**src/sar_map.vh**
```
`ifndef SAR_MAP_VH
`define SAR_MAP_VH

// Register byte offsets on the Avalon bus.
`define SAR_OFS_MODE      6'h00
`define SAR_OFS_PAIR_MODE 6'h04
`define SAR_OFS_CONTROL   6'h08
`define SAR_OFS_DATA      6'h0c
`define SAR_OFS_PRESCALE  6'h10
`define SAR_OFS_START     6'h14
`define SAR_OFS_STOP      6'h18
`define SAR_OFS_STATUS    6'h1c
`define SAR_OFS_FLAG_CLR  6'h20
`define SAR_OFS_ENABLE    6'h24
`define SAR_OFS_OUT_LEVEL 6'h28
`define SAR_OFS_OUT_EN    6'h2c

// Mode register fields.
`define SAR_MODE_CKS      0
`define SAR_MODE_INV      1

// Control register fields.
`define SAR_CTL_RXE       0
`define SAR_CTL_PAR_LO    1
`define SAR_CTL_PAR_HI    2
`define SAR_CTL_LSB       3
`define SAR_CTL_LEN_LO    4
`define SAR_CTL_LEN_HI    7

// Data register fields: divider in bits 15:9, character in 8:0.
`define SAR_DIV_LO        9
`define SAR_DIV_HI        15
`define SAR_CHR_HI        8

// Prescaler register fields.
`define SAR_PRS_LO_LO     0
`define SAR_PRS_LO_HI     3
`define SAR_PRS_HI_LO     4
`define SAR_PRS_HI_HI     7

// Status and flag-clear bit positions.
`define SAR_ST_OVF        0
`define SAR_ST_PEF        1
`define SAR_ST_FEF        2
`define SAR_ST_BFULL      5
`define SAR_ST_TIP        6

// Parity modes.
`define SAR_PAR_NONE      2'h0
`define SAR_PAR_ZERO      2'h1
`define SAR_PAR_EVEN      2'h2
`define SAR_PAR_ODD       2'h3

// Length codes (bits minus one) and reset values.
`define SAR_LEN_7         4'h6
`define SAR_LEN_8         4'h7
`define SAR_LEN_9         4'h8
`define SAR_RST_DIV       7'h02
`define SAR_RST_HALF16    16'h0000

`endif

```
**src/sar_rx.v**
```verilog
`timescale 1ns/100ps
`include "sar_map.vh"
module sar_rx #(
    parameter RX_CH    = 1,
    parameter MAX_BITS = 9
) (
    // Clock, reset and unit clock gate.
    input  wire        core_clk,
    input  wire        rst,
    input  wire        peripheral_clock_gate,
    // Avalon-MM slave.
    input  wire [5:0]  avs_address,
    input  wire        avs_read,
    input  wire        avs_write,
    input  wire [31:0] avs_writedata,
    input  wire [3:0]  avs_byteenable,
    output reg  [31:0] avs_readdata,
    output reg         avs_waitrequest,
    // Serial line and interrupts.
    input  wire        serial_in_pin,
    output reg         receive_end_irq,
    output reg         receive_error_irq
);

    localparam [2:0] ST_IDLE   = 3'h0;
    localparam [2:0] ST_START  = 3'h1;
    localparam [2:0] ST_DATA   = 3'h2;
    localparam [2:0] ST_PARITY = 3'h3;
    localparam [2:0] ST_STOP   = 3'h4;

    // Gating the peripheral clock holds the unit in reset.
    wire srst = rst | ~peripheral_clock_gate;

    reg                clock_source_select;
    reg                mode_inv;
    reg  [15:0]        paired_channel_mode_reg;
    reg                receive_enable_bit;
    reg  [1:0]         parity_mode;
    reg                lsb_first;
    reg  [3:0]         len_code;
    reg  [6:0]         divider;
    reg  [3:0]         prescaler_low_field;
    reg  [3:0]         prescaler_high_field;
    reg                chan_enable;
    reg  [15:0]        output_level_reg;
    reg  [15:0]        output_enable_reg;
    reg  [MAX_BITS-1:0] rx_char;
    reg                buf_full;
    reg                overrun_error_flag;
    reg                parity_error_flag;
    reg                framing_error_flag;
    reg  [2:0]         state;
    reg  [8:0]         cnt;
    reg  [3:0]         bitn;
    reg  [MAX_BITS-1:0] shreg;
    reg                par_acc;
    reg                pe_hold;
    reg                armed;
    reg                done_p;
    reg                fe_p;
    reg                pe_p;
    reg  [31:0]        next_readdata;

    wire               mck_en;
    wire               pin_level;
    wire               line = pin_level ^ mode_inv;
    wire               run = chan_enable & receive_enable_bit;
    wire               access = avs_waitrequest & (avs_read | avs_write);
    wire               wr = ~avs_waitrequest & avs_write; // Lands at the completing edge.
    wire               rd = access & avs_read & ~avs_write;
    wire [15:0]        wmask = {{8{avs_byteenable[1]}}, {8{avs_byteenable[0]}}};
    wire [15:0]        wdat = avs_writedata[15:0] & wmask;
    wire               start_hit = wr & (avs_address == `SAR_OFS_START) & wdat[RX_CH];
    wire               stop_hit = wr & (avs_address == `SAR_OFS_STOP) & wdat[RX_CH];
    wire               clr_hit = wr & (avs_address == `SAR_OFS_FLAG_CLR);
    wire               data_rd = rd & (avs_address == `SAR_OFS_DATA);
    wire               transfer_in_progress = (state != ST_IDLE);
    wire [8:0]         half_bit = {2'h0, divider} + 9'h001;
    wire [8:0]         full_bit = {1'b0, half_bit[7:0]} << 1;
    wire [8:0]         cnt_next = cnt + 9'h001;
    wire [3:0]         len_m1;
    wire [MAX_BITS-1:0] rev;
    wire [MAX_BITS-1:0] char_word;

    // Only 7, 8 and 9 bit lengths are kept; any other code reads as 8 bits.
    assign len_m1 = (len_code == `SAR_LEN_7 || len_code == `SAR_LEN_9) ? len_code
                                                                       : `SAR_LEN_8;

    // LSB-first frames arrive reversed in the shift register.
    genvar i;
    generate
        for (i = 0; i < MAX_BITS; i = i + 1) begin : g_rev
            assign rev[i] = (i <= len_m1) ? shreg[len_m1 - i] : 1'b0;
        end
    endgenerate

    // MSB-first character masked to the length; the character sits from bit 0.
    assign char_word = lsb_first ? rev
                                 : (shreg & ~({MAX_BITS{1'b1}} << (len_m1 + 4'h1)));

    sar_prescaler #(
        .MAX_POW (15)
    ) sar_prescaler_inst (
        .core_clk (core_clk),
        .srst     (srst),
        .sel_high (clock_source_select),
        .prs_low  (prescaler_low_field),
        .prs_high (prescaler_high_field),
        .mck_en   (mck_en)
    );

    sar_pin_sync sar_pin_sync_inst (
        .core_clk (core_clk),
        .srst     (srst),
        .pin      (serial_in_pin),
        .level    (pin_level)
    );

    // Bus handshake: each request is answered one cycle after it is seen.
    always @(posedge core_clk) begin
        if (srst) begin
            avs_waitrequest <= 1'b1;
            avs_readdata    <= 32'h00000000;
        end else begin
            if (access) begin
                avs_waitrequest <= 1'b0;
            end else begin
                avs_waitrequest <= 1'b1;
            end
            if (rd) begin
                avs_readdata <= next_readdata;
            end
        end
    end

    // Read multiplexer; unmapped and write-only offsets read as zero.
    always @* begin
        next_readdata = 32'h00000000;
        case (avs_address)
            `SAR_OFS_MODE: begin
                next_readdata[`SAR_MODE_CKS] = clock_source_select;
                next_readdata[`SAR_MODE_INV] = mode_inv;
            end
            `SAR_OFS_PAIR_MODE: next_readdata[15:0] = paired_channel_mode_reg;
            `SAR_OFS_CONTROL: begin
                next_readdata[`SAR_CTL_RXE] = receive_enable_bit;
                next_readdata[`SAR_CTL_PAR_HI:`SAR_CTL_PAR_LO] = parity_mode;
                next_readdata[`SAR_CTL_LSB] = lsb_first;
                next_readdata[`SAR_CTL_LEN_HI:`SAR_CTL_LEN_LO] = len_code;
            end
            `SAR_OFS_DATA: begin
                next_readdata[`SAR_DIV_HI:`SAR_DIV_LO] = divider;
                next_readdata[`SAR_CHR_HI:0] = rx_char;
            end
            `SAR_OFS_PRESCALE: begin
                next_readdata[`SAR_PRS_LO_HI:`SAR_PRS_LO_LO] = prescaler_low_field;
                next_readdata[`SAR_PRS_HI_HI:`SAR_PRS_HI_LO] = prescaler_high_field;
            end
            `SAR_OFS_STATUS: begin
                next_readdata[`SAR_ST_OVF]   = overrun_error_flag;
                next_readdata[`SAR_ST_PEF]   = parity_error_flag;
                next_readdata[`SAR_ST_FEF]   = framing_error_flag;
                next_readdata[`SAR_ST_BFULL] = buf_full;
                next_readdata[`SAR_ST_TIP]   = transfer_in_progress;
            end
            `SAR_OFS_ENABLE:    next_readdata[RX_CH] = chan_enable;
            `SAR_OFS_OUT_LEVEL: next_readdata[15:0] = output_level_reg;
            `SAR_OFS_OUT_EN:    next_readdata[15:0] = output_enable_reg;
            default:            next_readdata = 32'h00000000;
        endcase
    end

    // Configuration registers written by software, byte lanes honoured.
    always @(posedge core_clk) begin
        if (srst) begin
            clock_source_select     <= 1'b0;
            mode_inv                <= 1'b0;
            paired_channel_mode_reg <= `SAR_RST_HALF16;
            receive_enable_bit      <= 1'b0;
            parity_mode             <= `SAR_PAR_NONE;
            lsb_first               <= 1'b1;
            len_code                <= `SAR_LEN_8;
            divider                 <= `SAR_RST_DIV;
            prescaler_low_field     <= 4'h0;
            prescaler_high_field    <= 4'h0;
            output_level_reg        <= `SAR_RST_HALF16;
            output_enable_reg       <= `SAR_RST_HALF16;
        end else if (wr) begin
            case (avs_address)
                `SAR_OFS_MODE: if (avs_byteenable[0]) begin
                    clock_source_select <= avs_writedata[`SAR_MODE_CKS];
                    mode_inv            <= avs_writedata[`SAR_MODE_INV];
                end
                `SAR_OFS_PAIR_MODE: begin
                    paired_channel_mode_reg <= (paired_channel_mode_reg & ~wmask) | wdat;
                end
                `SAR_OFS_CONTROL: if (avs_byteenable[0]) begin
                    receive_enable_bit <= avs_writedata[`SAR_CTL_RXE];
                    parity_mode        <= avs_writedata[`SAR_CTL_PAR_HI:`SAR_CTL_PAR_LO];
                    lsb_first          <= avs_writedata[`SAR_CTL_LSB];
                    len_code           <= avs_writedata[`SAR_CTL_LEN_HI:`SAR_CTL_LEN_LO];
                end
                `SAR_OFS_DATA: if (avs_byteenable[1]) begin
                    divider <= avs_writedata[`SAR_DIV_HI:`SAR_DIV_LO];
                end
                `SAR_OFS_PRESCALE: if (avs_byteenable[0]) begin
                    prescaler_low_field  <= avs_writedata[`SAR_PRS_LO_HI:`SAR_PRS_LO_LO];
                    prescaler_high_field <= avs_writedata[`SAR_PRS_HI_HI:`SAR_PRS_HI_LO];
                end
                // Stored only; the receiver never looks at these two.
                `SAR_OFS_OUT_LEVEL: output_level_reg <= (output_level_reg & ~wmask) | wdat;
                `SAR_OFS_OUT_EN:    output_enable_reg <= (output_enable_reg & ~wmask) | wdat;
                default: begin
                end
            endcase
        end
    end

    // Channel enable: start sets it, stop clears it, stop wins if both.
    always @(posedge core_clk) begin
        if (srst) begin
            chan_enable <= 1'b0;
        end else if (stop_hit) begin
            chan_enable <= 1'b0;
        end else if (start_hit) begin
            chan_enable <= 1'b1;
        end
    end

    // Frame receiver paced by the operating clock enable.
    always @(posedge core_clk) begin
        if (srst || !run || stop_hit || start_hit) begin
            state   <= ST_IDLE;
            cnt     <= 9'h000;
            bitn    <= 4'h0;
            shreg   <= {MAX_BITS{1'b0}};
            par_acc <= 1'b0;
            pe_hold <= 1'b0;
            armed   <= 1'b0;
            done_p  <= 1'b0;
            fe_p    <= 1'b0;
            pe_p    <= 1'b0;
        end else begin
            done_p <= 1'b0;
            if (mck_en) begin
                case (state)
                    ST_IDLE: begin
                        // A falling edge needs the line seen high first.
                        if (line) begin
                            armed <= 1'b1;
                        end else if (armed) begin
                            armed   <= 1'b0;
                            state   <= ST_START;
                            cnt     <= 9'h000;
                            pe_hold <= 1'b0;
                            par_acc <= 1'b0;
                        end
                    end
                    ST_START: begin
                        // Re-check the start bit at its centre.
                        if (cnt_next >= half_bit) begin
                            cnt   <= 9'h000;
                            bitn  <= 4'h0;
                            state <= line ? ST_IDLE : ST_DATA;
                        end else begin
                            cnt <= cnt_next;
                        end
                    end
                    ST_DATA: begin
                        if (cnt_next >= full_bit) begin
                            cnt     <= 9'h000;
                            shreg   <= {shreg[MAX_BITS-2:0], line};
                            par_acc <= par_acc ^ line;
                            bitn    <= bitn + 4'h1;
                            if (bitn == len_m1) begin
                                state <= (parity_mode == `SAR_PAR_NONE) ? ST_STOP
                                                                        : ST_PARITY;
                            end
                        end else begin
                            cnt <= cnt_next;
                        end
                    end
                    ST_PARITY: begin
                        if (cnt_next >= full_bit) begin
                            cnt   <= 9'h000;
                            state <= ST_STOP;
                            case (parity_mode)
                                `SAR_PAR_ZERO: pe_hold <= line;
                                `SAR_PAR_EVEN: pe_hold <= par_acc ^ line;
                                `SAR_PAR_ODD:  pe_hold <= ~(par_acc ^ line);
                                default:       pe_hold <= 1'b0;
                            endcase
                        end else begin
                            cnt <= cnt_next;
                        end
                    end
                    ST_STOP: begin
                        if (cnt_next >= full_bit) begin
                            cnt    <= 9'h000;
                            state  <= ST_IDLE;
                            done_p <= 1'b1;
                            fe_p   <= ~line;
                            pe_p   <= pe_hold;
                        end else begin
                            cnt <= cnt_next;
                        end
                    end
                    default: state <= ST_IDLE;
                endcase
            end
        end
    end

    // Flags and character buffer; a new event wins over a clear.
    always @(posedge core_clk) begin
        if (srst) begin
            rx_char            <= {MAX_BITS{1'b0}};
            buf_full           <= 1'b0;
            overrun_error_flag <= 1'b0;
            parity_error_flag  <= 1'b0;
            framing_error_flag <= 1'b0;
            receive_end_irq    <= 1'b0;
            receive_error_irq  <= 1'b0;
        end else begin
            if (done_p) begin
                rx_char <= char_word;
            end
            buf_full <= done_p | (buf_full & ~data_rd);
            overrun_error_flag <= (done_p & buf_full & ~data_rd) |
                                  (overrun_error_flag & ~(clr_hit & wdat[`SAR_ST_OVF]));
            parity_error_flag  <= (done_p & pe_p) |
                                  (parity_error_flag & ~(clr_hit & wdat[`SAR_ST_PEF]));
            framing_error_flag <= (done_p & fe_p) |
                                  (framing_error_flag & ~(clr_hit & wdat[`SAR_ST_FEF]));
            receive_end_irq    <= done_p;
            receive_error_irq  <= done_p & (fe_p | pe_p | (buf_full & ~data_rd));
        end
    end

endmodule // sar_rx

```
**src/sar_pin_sync.v**
```verilog
`timescale 1ns/100ps
module sar_pin_sync (
    // Clock and reset.
    input  wire core_clk,
    input  wire srst,
    // Asynchronous pin and its clean level.
    input  wire pin,
    output reg  level
);

    reg stage1;
    reg stage2;
    reg stage3;

    // Three flops feed a fourth; the level follows only once stages two and three agree.
    always @(posedge core_clk) begin
        if (srst) begin
            stage1 <= 1'b1;
            stage2 <= 1'b1;
            stage3 <= 1'b1;
            level  <= 1'b1;
        end else begin
            stage1 <= pin;
            stage2 <= stage1;
            stage3 <= stage2;
            if (stage2 == stage3) begin
                level <= stage3;
            end
        end
    end

endmodule // sar_pin_sync

```
**src/sar_prescaler.v**
```verilog
`timescale 1ns/100ps
module sar_prescaler #(
    parameter MAX_POW = 15
) (
    // Clock and reset.
    input  wire       core_clk,
    input  wire       srst,
    // Prescaler codes and selection.
    input  wire       sel_high,
    input  wire [3:0] prs_low,
    input  wire [3:0] prs_high,
    // Operating clock enable pulse.
    output reg        mck_en
);

    reg  [MAX_POW-1:0] cnt;
    wire [MAX_POW:0]   tick;
    wire [3:0]         code;

    // Code k gives a pulse every 2^k system clocks.
    assign tick[0] = 1'b1;
    genvar k;
    generate
        for (k = 1; k <= MAX_POW; k = k + 1) begin : g_tick
            assign tick[k] = &cnt[k-1:0];
        end
    endgenerate

    assign code = sel_high ? prs_high : prs_low;

    // Free-running counter and registered enable.
    always @(posedge core_clk) begin
        if (srst) begin
            cnt    <= {MAX_POW{1'b0}};
            mck_en <= 1'b0;
        end else begin
            cnt    <= cnt + {{(MAX_POW-1){1'b0}}, 1'b1};
            mck_en <= tick[code];
        end
    end

endmodule // sar_prescaler

```
**config.mk**
```make
export PLATFORM = sky130hd
export DESIGN_NAME = sar_rx
export DESIGN_NICKNAME = d
export VERILOG_FILES = /design/src/sar_rx.v /design/src/sar_pin_sync.v /design/src/sar_prescaler.v
export VERILOG_INCLUDE_DIRS = /design/src
export SDC_FILE = /design/constraint.sdc
export NUM_CORES = 1
export LEC_CHECK = 0
export BUFFER_PORTS_ARGS = -buffer_cell sky130_fd_sc_hd__buf_4
export CAP_MARGIN = 10
export CORE_MARGIN = 5
export CORE_UTILIZATION = 47
export DETAILED_ROUTE_END_ITERATION = 6
export PLACE_DENSITY = 0.73
export SYNTH_ARGS = -nofsm -noshare
export SYNTH_HDL_FRONTEND = slang
export SYNTH_SLANG_ARGS = --single-unit
```
**constraint.sdc**
```tcl
create_clock -name core_clk -period 3.41 [get_ports core_clk]
set_clock_uncertainty 0.2 [all_clocks]
set_input_delay 0.1705 -clock core_clk [delete_from_list [all_inputs] [get_ports core_clk]]
set_output_delay 0.1705 -clock core_clk [all_outputs]
set_load 0.05 [all_outputs]
```
==> results.yml, run 1 <==
status:
  outcome: "finished clean"
setup_path:
  crit_top_cell: "ha_1"
  timing.critical_path.cells: "ha_1 -> inv_1 -> or3_4 -> nand2_1 -> ha_1 -> and2_1 -> and3_1 -> a2111oi_4 -> nor2_4 -> o32ai_4 -> a21boi_0 -> a21o_1"
  worstSetupPathType: "reg2reg"
  cp.buffers_inverters: 1
  worstPathArrival_ns: 3.47
  max_stage_delay_ns: 0.44
  critPathCaptureType: "register"
  cp_max_fo: 8
  critPathSlowestCell: "o32ai_4"
  cp.required_ns: 3.59
  start_kind: "register"
  path_delay_family: "compound AO/OA/AOI/OAI gates"
cts:
  cts_root_buf: "clkbuf_16"
  cts_buffer_depth: 2
  cts_buffers: 17
  clk_latency_ns: 0.44
  cts_sinks: 157
  cts_tree: "done"
  path_clk_slew_ns: 0.07
  htree_num_levels: 4
timing:
  slew_headroom: 0.363
  whs_ns: 0.0333
  period_share: 0.965
  drv_slew: 0
  worstMarginPinSlew_ns: 0.955
  min_period_ns: 3.29
  setup_viol: 0
  fmax_mhz: 304
  finalHoldViolCount: 0
  finalWorstSetupSlack_ns: 0.120
routing:
  antenna_left: 0
  post_drt_wl_per_cell_um: 16.9
  drtIter0Drc: 687
  drt_wl_total_um: 22400
  via_per_inst: 5.83
  drc: 0
  drtPass1Iterations: 5
  vias: 7749
global_routing:
  grt_pass1_wl_um: 36200
  grt_max_degree: 86
  grt_pass1_vias: 7203
  grt_overflow: 0
  grt_use_total: 0.214
  grt_antenna_before_repair: 0
placed_design:
  port_buffers: 48
  pre_cts_ws_ns: 0.130
  post_dp_cell_area_mm2: 0.00898
  post-place-cells: 1274
  gp_congestion: 0.919
  place.detailed.hpwl_um: 15400
logic_synthesis:
  synthXorXnorAreaFrac: 0.0257
  netlist_top_cells_area: "dfxtp_1, nand2_1, a21oi_1"
  yosys-top-cells-count: "dfxtp_1, nand2_1, nor2_1, a21oi_1, nand3_1"
  synthCells: 1032
  synth.top_cell.area_share: 0.371
  yosysTopAreaCell: "dfxtp_1"
  synth_seq_cells: 157
  synth_top_flop_cell: "dfxtp_1"
  ys_types: 81
  netlist_area_mm2: 0.00848
  synth_edf_count: 0
  synth-simple-area-share: 0.227
  synth_top_family_by_area: "simple AND/OR/NAND/NOR gates"
  seq_area_frac_synth: 0.371
  synth_compound_area_frac: 0.209
  yosysMostFrequentCell: "dfxtp_1"
  synth_mux_area_frac: 0.0539
  avgSynthCellArea_um2: 8.21
  synthAdderAreaFrac: 0.0502
  yosys_warnings: 0
  async_reset_ff_frac: 0
pwr:
  comb_power_share: 0.050
  p_leak_uw: 0.00350
  max-vdd-ir-drop_mv: 0.381
  power_frac_seq: 0.462
  intPower_uw: 3000
  powerDensity_mw_per_mm2: 406
  swShare: 0.247
  clkPwrFrac: 0.488
  p_sw_uw: 986
floorplan:
  start_util: 0.475
  die-height_um: 144
  fp.dieW_um: 144
  core_area_mm2: 0.0178
  pin_count: 83
  dieArea_mm2: 0.0208
  std_cell_rows: 49
layout:
  drive_above_1_share: 0.141
  nets: 1170
  syn_to_final_growth_pct: 15.9
  fin_area_mm2: 0.00983
  diodes: 0
  instances_no_fill: 1330
  nFillCells: 1607
min_path:
  hp-class: "in2reg"
job:
  cap_violations: 0
[area by class of cell]
class                   count  area [um^2]  area share
clock buffers              17          425      0.0433
multi-input cells         788         4890       0.497
well taps                 229          287      0.0292
inverters                  24          103      0.0104
clock inverters            15          173      0.0176
flip-flops and latches    157         3150       0.320
repair buffers            100          803      0.0818
[worst reg2reg max path: cells and delay by family, from the launching register on]
kind                     cells  cell delay [ns]
buffers and inverters        1             0.08
adder cells (fa/ha/maj)      2             0.43
flip-flops                   1             0.33
AO/OA/AOI/OAI                4             1.20
AND/OR/NAND/NOR              5             1.00
[final timing paths]
kind	from	to	slack (ns)	cells after the start
worst max register to register	cnt[0]$_SDFFE_PP0P_	cnt[6]$_SDFFE_PP0P_	0.12	12
worst min register to register	sar_pin_sync_inst.stage1$_SDFF_PP1_	sar_pin_sync_inst.stage2$_SDFF_PP1_	0.22	1
worst max-delay path	cnt[0]$_SDFFE_PP0P_	cnt[6]$_SDFFE_PP0P_	0.12	12
worst min-delay path	rst	lsb_first$_SDFFE_PP1P_	0.03	4
[metal layers]
layer	routed length, um	track usage	up-vias
met1	9990	0.293	3666
li1	-	-	3800
met4	472	0.0673	0
met2	10400	0.343	246
met3	1510	0.0417	37
met5	0	0	-
[power by group through the flow]
| stage | clock (uW) | sequential, uW | combinational (uW) |
|---|---|---|---|
| floorplan | 0 | 1890 | 115 |
| global placement | 0 | 1880 | 176 |
| detailed placement | 0 | 1880 | 177 |
| CTS | 1970 | 1840 | 197 |
| global route | 2060 | 1840 | 211 |
| finish | 1950 | 1840 | 199 |
[layout by cell type, fill, tap and decap left out, drive strengths merged, types with 14 or more instances in the layout]
cell type,n
nand3,91
a31oi,18
nand2,126
buf,79
a21oi,89
nor3,14
clkbuf,17
o21ai,43
dfxtp,157
mux2i,31
conb,16
ha,34
dlygate4sd3,21
a22oi,43
inv,32
nor2,101
[per-stage QoR]
stage | setup TNS [ns] | power [uW] | util
global route | -0.00923 | 4110 | 0.551
global placement | 0 | 2060 | 0.504
CTS | 0 | 4010 | 0.549
finish | 0 | 3990 | 0.551
floorplan | 0 | 2010 | -
detailed placement | 0 | 2060 | 0.504
[repair_timing]
item                       4_1_cts  5_1_grt
hold endpoints to repair        79        0
setup buffers                    0        3
setup endpoints to repair        0       17
resized for setup                0        7
hold buffers                    21        0
[cells by family after synthesis]
family                     after synthesis
AOI/OAI and AO/OA                      267
other                                    1
xor gates and xnor gates                24
muxes                                   40
DFF                                    157
buffers and inverters                  102
adders and majority gates               34
and+or+nand+nor                        407
Note: power is estimated with default switching activity, not from simulation.
==> run 2: changes to the inputs <==
Settings changed: CAP_MARGIN 10 to 20, HOLD_SLACK_MARGIN set to 0.08.
==> results.yml, run 2 (synthesized netlist as in run 1, its figures left out) <==
routing:
  via_per_inst: 5.78
  drt_wl_total_um: 22500
  met3_wirelength_um: 1480
  topRoutingLayerUsed: "met4"
  met2WireLength_um: 10400
  drtPass1Iterations: 5
  post_drt_wl_per_cell_um: 16.8
  antenna_left: 0
  drc: 0
  met1_length_um: 10100
  drtIter0Drc: 657
  vias: 7741
floorplan:
  start_util: 0.475
  std_cell_rows: 49
  core_area_mm2: 0.0178
  fp.dieW_um: 144
  dieArea_mm2: 0.0208
  pin_count: 83
  die-height_um: 144
placed_design:
  post_dp_cell_area_mm2: 0.00898
  gp_congestion: 0.919
  place.detailed.hpwl_um: 15400
  port_buffers: 48
global_routing:
  grt_antenna_before_repair: 0
  grt_overflow: 0
  grt_pass1_wl_um: 36400
  grt_use_total: 0.216
  grt_max_degree: 86
  grt_pass1_vias: 7247
pwr:
  p_sw_uw: 987
  p_total_uw: 3990
  comb_power_share: 0.051
  swShare: 0.247
  intPower_uw: 3010
  p_leak_uw: 0.00352
  powerDensity_mw_per_mm2: 403
  max-vdd-ir-drop_mv: 0.384
  clkPwrFrac: 0.487
  power_frac_seq: 0.461
min_path:
  holdCritStartpoint: "avs_address[0]"
  hp-class: "in2reg"
status:
  outcome: "finished clean"
layout:
  syn_to_final_growth_pct: 17.0
  diodes: 0
  drive_above_1_share: 0.140
  fin_area_mm2: 0.00992
  post-route-util: 0.556
  final_cell_mix: "dfxtp_1, nand2_1, nor2_1"
  nets: 1179
  final_common_cell: "dfxtp_1"
cts:
  cts_sinks: 157
  path_clk_slew_ns: 0.07
  htree_num_levels: 4
  clk_latency_ns: 0.44
  cts_root_buf: "clkbuf_16"
  cts_buffer_depth: 2
  cts_tree: "done"
  cts_buffers: 17
timing:
  finalSetupTns_ns: 0
  fmax_mhz: 305
  period_share: 0.960
  setup_viol: 0
  slew_headroom: 0.362
  min_period_ns: 3.27
  drv_slew: 0
  worstMarginPinSlew_ns: 0.958
  finalHoldViolCount: 0
setup_path:
  path_delay_family: "compound AO/OA/AOI/OAI gates"
  max_stage_delay_ns: 0.43
  rr_startpoint: "cnt[0]$_SDFFE_PP0P_"
  critPathCaptureType: "register"
  worstSetupPathType: "reg2reg"
  cp.buffers_inverters: 1
  start_kind: "register"
  cp.required_ns: 3.59
  timing.critical_path.cells: "ha_1 -> inv_1 -> or3_4 -> nand2_1 -> ha_1 -> and2_1 -> and3_1 -> a2111oi_4 -> nor2_4 -> o32ai_4 -> a21boi_0 -> a21o_1"
  crit_top_cell: "ha_1"
  critPathLaunch: "cnt[0]$_SDFFE_PP0P_"
  cp_max_fo: 8
  worstPathArrival_ns: 3.45
  critPathSlowestCell: "o32ai_4"
job:
  cap_violations: 0
## run 2: changes by cell type in the layout (fill, tap and decap cells not counted), sizes merged
cell         before  now
dlygate4sd3      21   30
## run 2: timing repair
item                                    CTS  global route
endpoints found under the setup margin    0            17
hold endpoints to repair                 87             0
resized for setup                         0             7
setup buffers                             0             3
hold buffers                             30             0
## run 2: worst paths after layout
check	to	slack, ns	cells past startpoint
hold reg to reg	sar_pin_sync_inst.stage2$_SDFF_PP1_	0.22	1
setup reg to reg	cnt[6]$_SDFFE_PP0P_	0.14	12
hold / removal	clock_source_select$_SDFFE_PP0P_	0.18	7
setup / recovery	cnt[6]$_SDFFE_PP0P_	0.14	12
## run 2: routing by layer
layer  global-route usage  up-vias
li1                     -     3813
met2                0.347      259
met5                    0        -
met4               0.0707        0
met3               0.0397       40
met1                0.294     3629
## run 2: power groups by stage
| stage | Sequential (uW) | Combinational, uW | Clock [uW] |
|---|---|---|---|
| after global placement | 1880 | 176 | 0 |
| final | 1840 | 204 | 1950 |
| after global routing | 1840 | 216 | 2060 |
| after CTS | 1840 | 201 | 1970 |
| after detailed placement | 1880 | 177 | 0 |
| after floorplan | 1890 | 115 | 0 |
## run 2: stage by stage
step / hold WS, ns / worst slack [ns] / std cells
3_5_place_dp: 0.191 / 0.130 / 1274
2_1_floorplan: 0.0720 / 0.144 / 1047
6_report: 0.183 / 0.136 / 1339
4_1_cts: 0.183 / 0.0470 / 1336
3_3_place_gp: 0.182 / 0.165 / 1274
5_1_grt: 0.207 / -0.00923 / 1339
## run 2: layout make-up
type | instances | area (um^2)
Clock buffer | 17 | 425
Fill cell | 1599 | 7930
Clock inverter | 15 | 173
Multi-Input combinational cell | 788 | 4890
Sequential cell | 157 | 3150
Timing Repair Buffer | 109 | 893
Tap cell | 229 | 287
Inverter | 24 | 103
## run 2: tightest hold or removal path, stage by stage
cell and delay [ns]:
buf_4 0.08, nor2_1 0.03, buf_4 0.16, nand2_1 0.10
nor3_1 0.09, nand3_1 0.09, a21oi_1 0.06
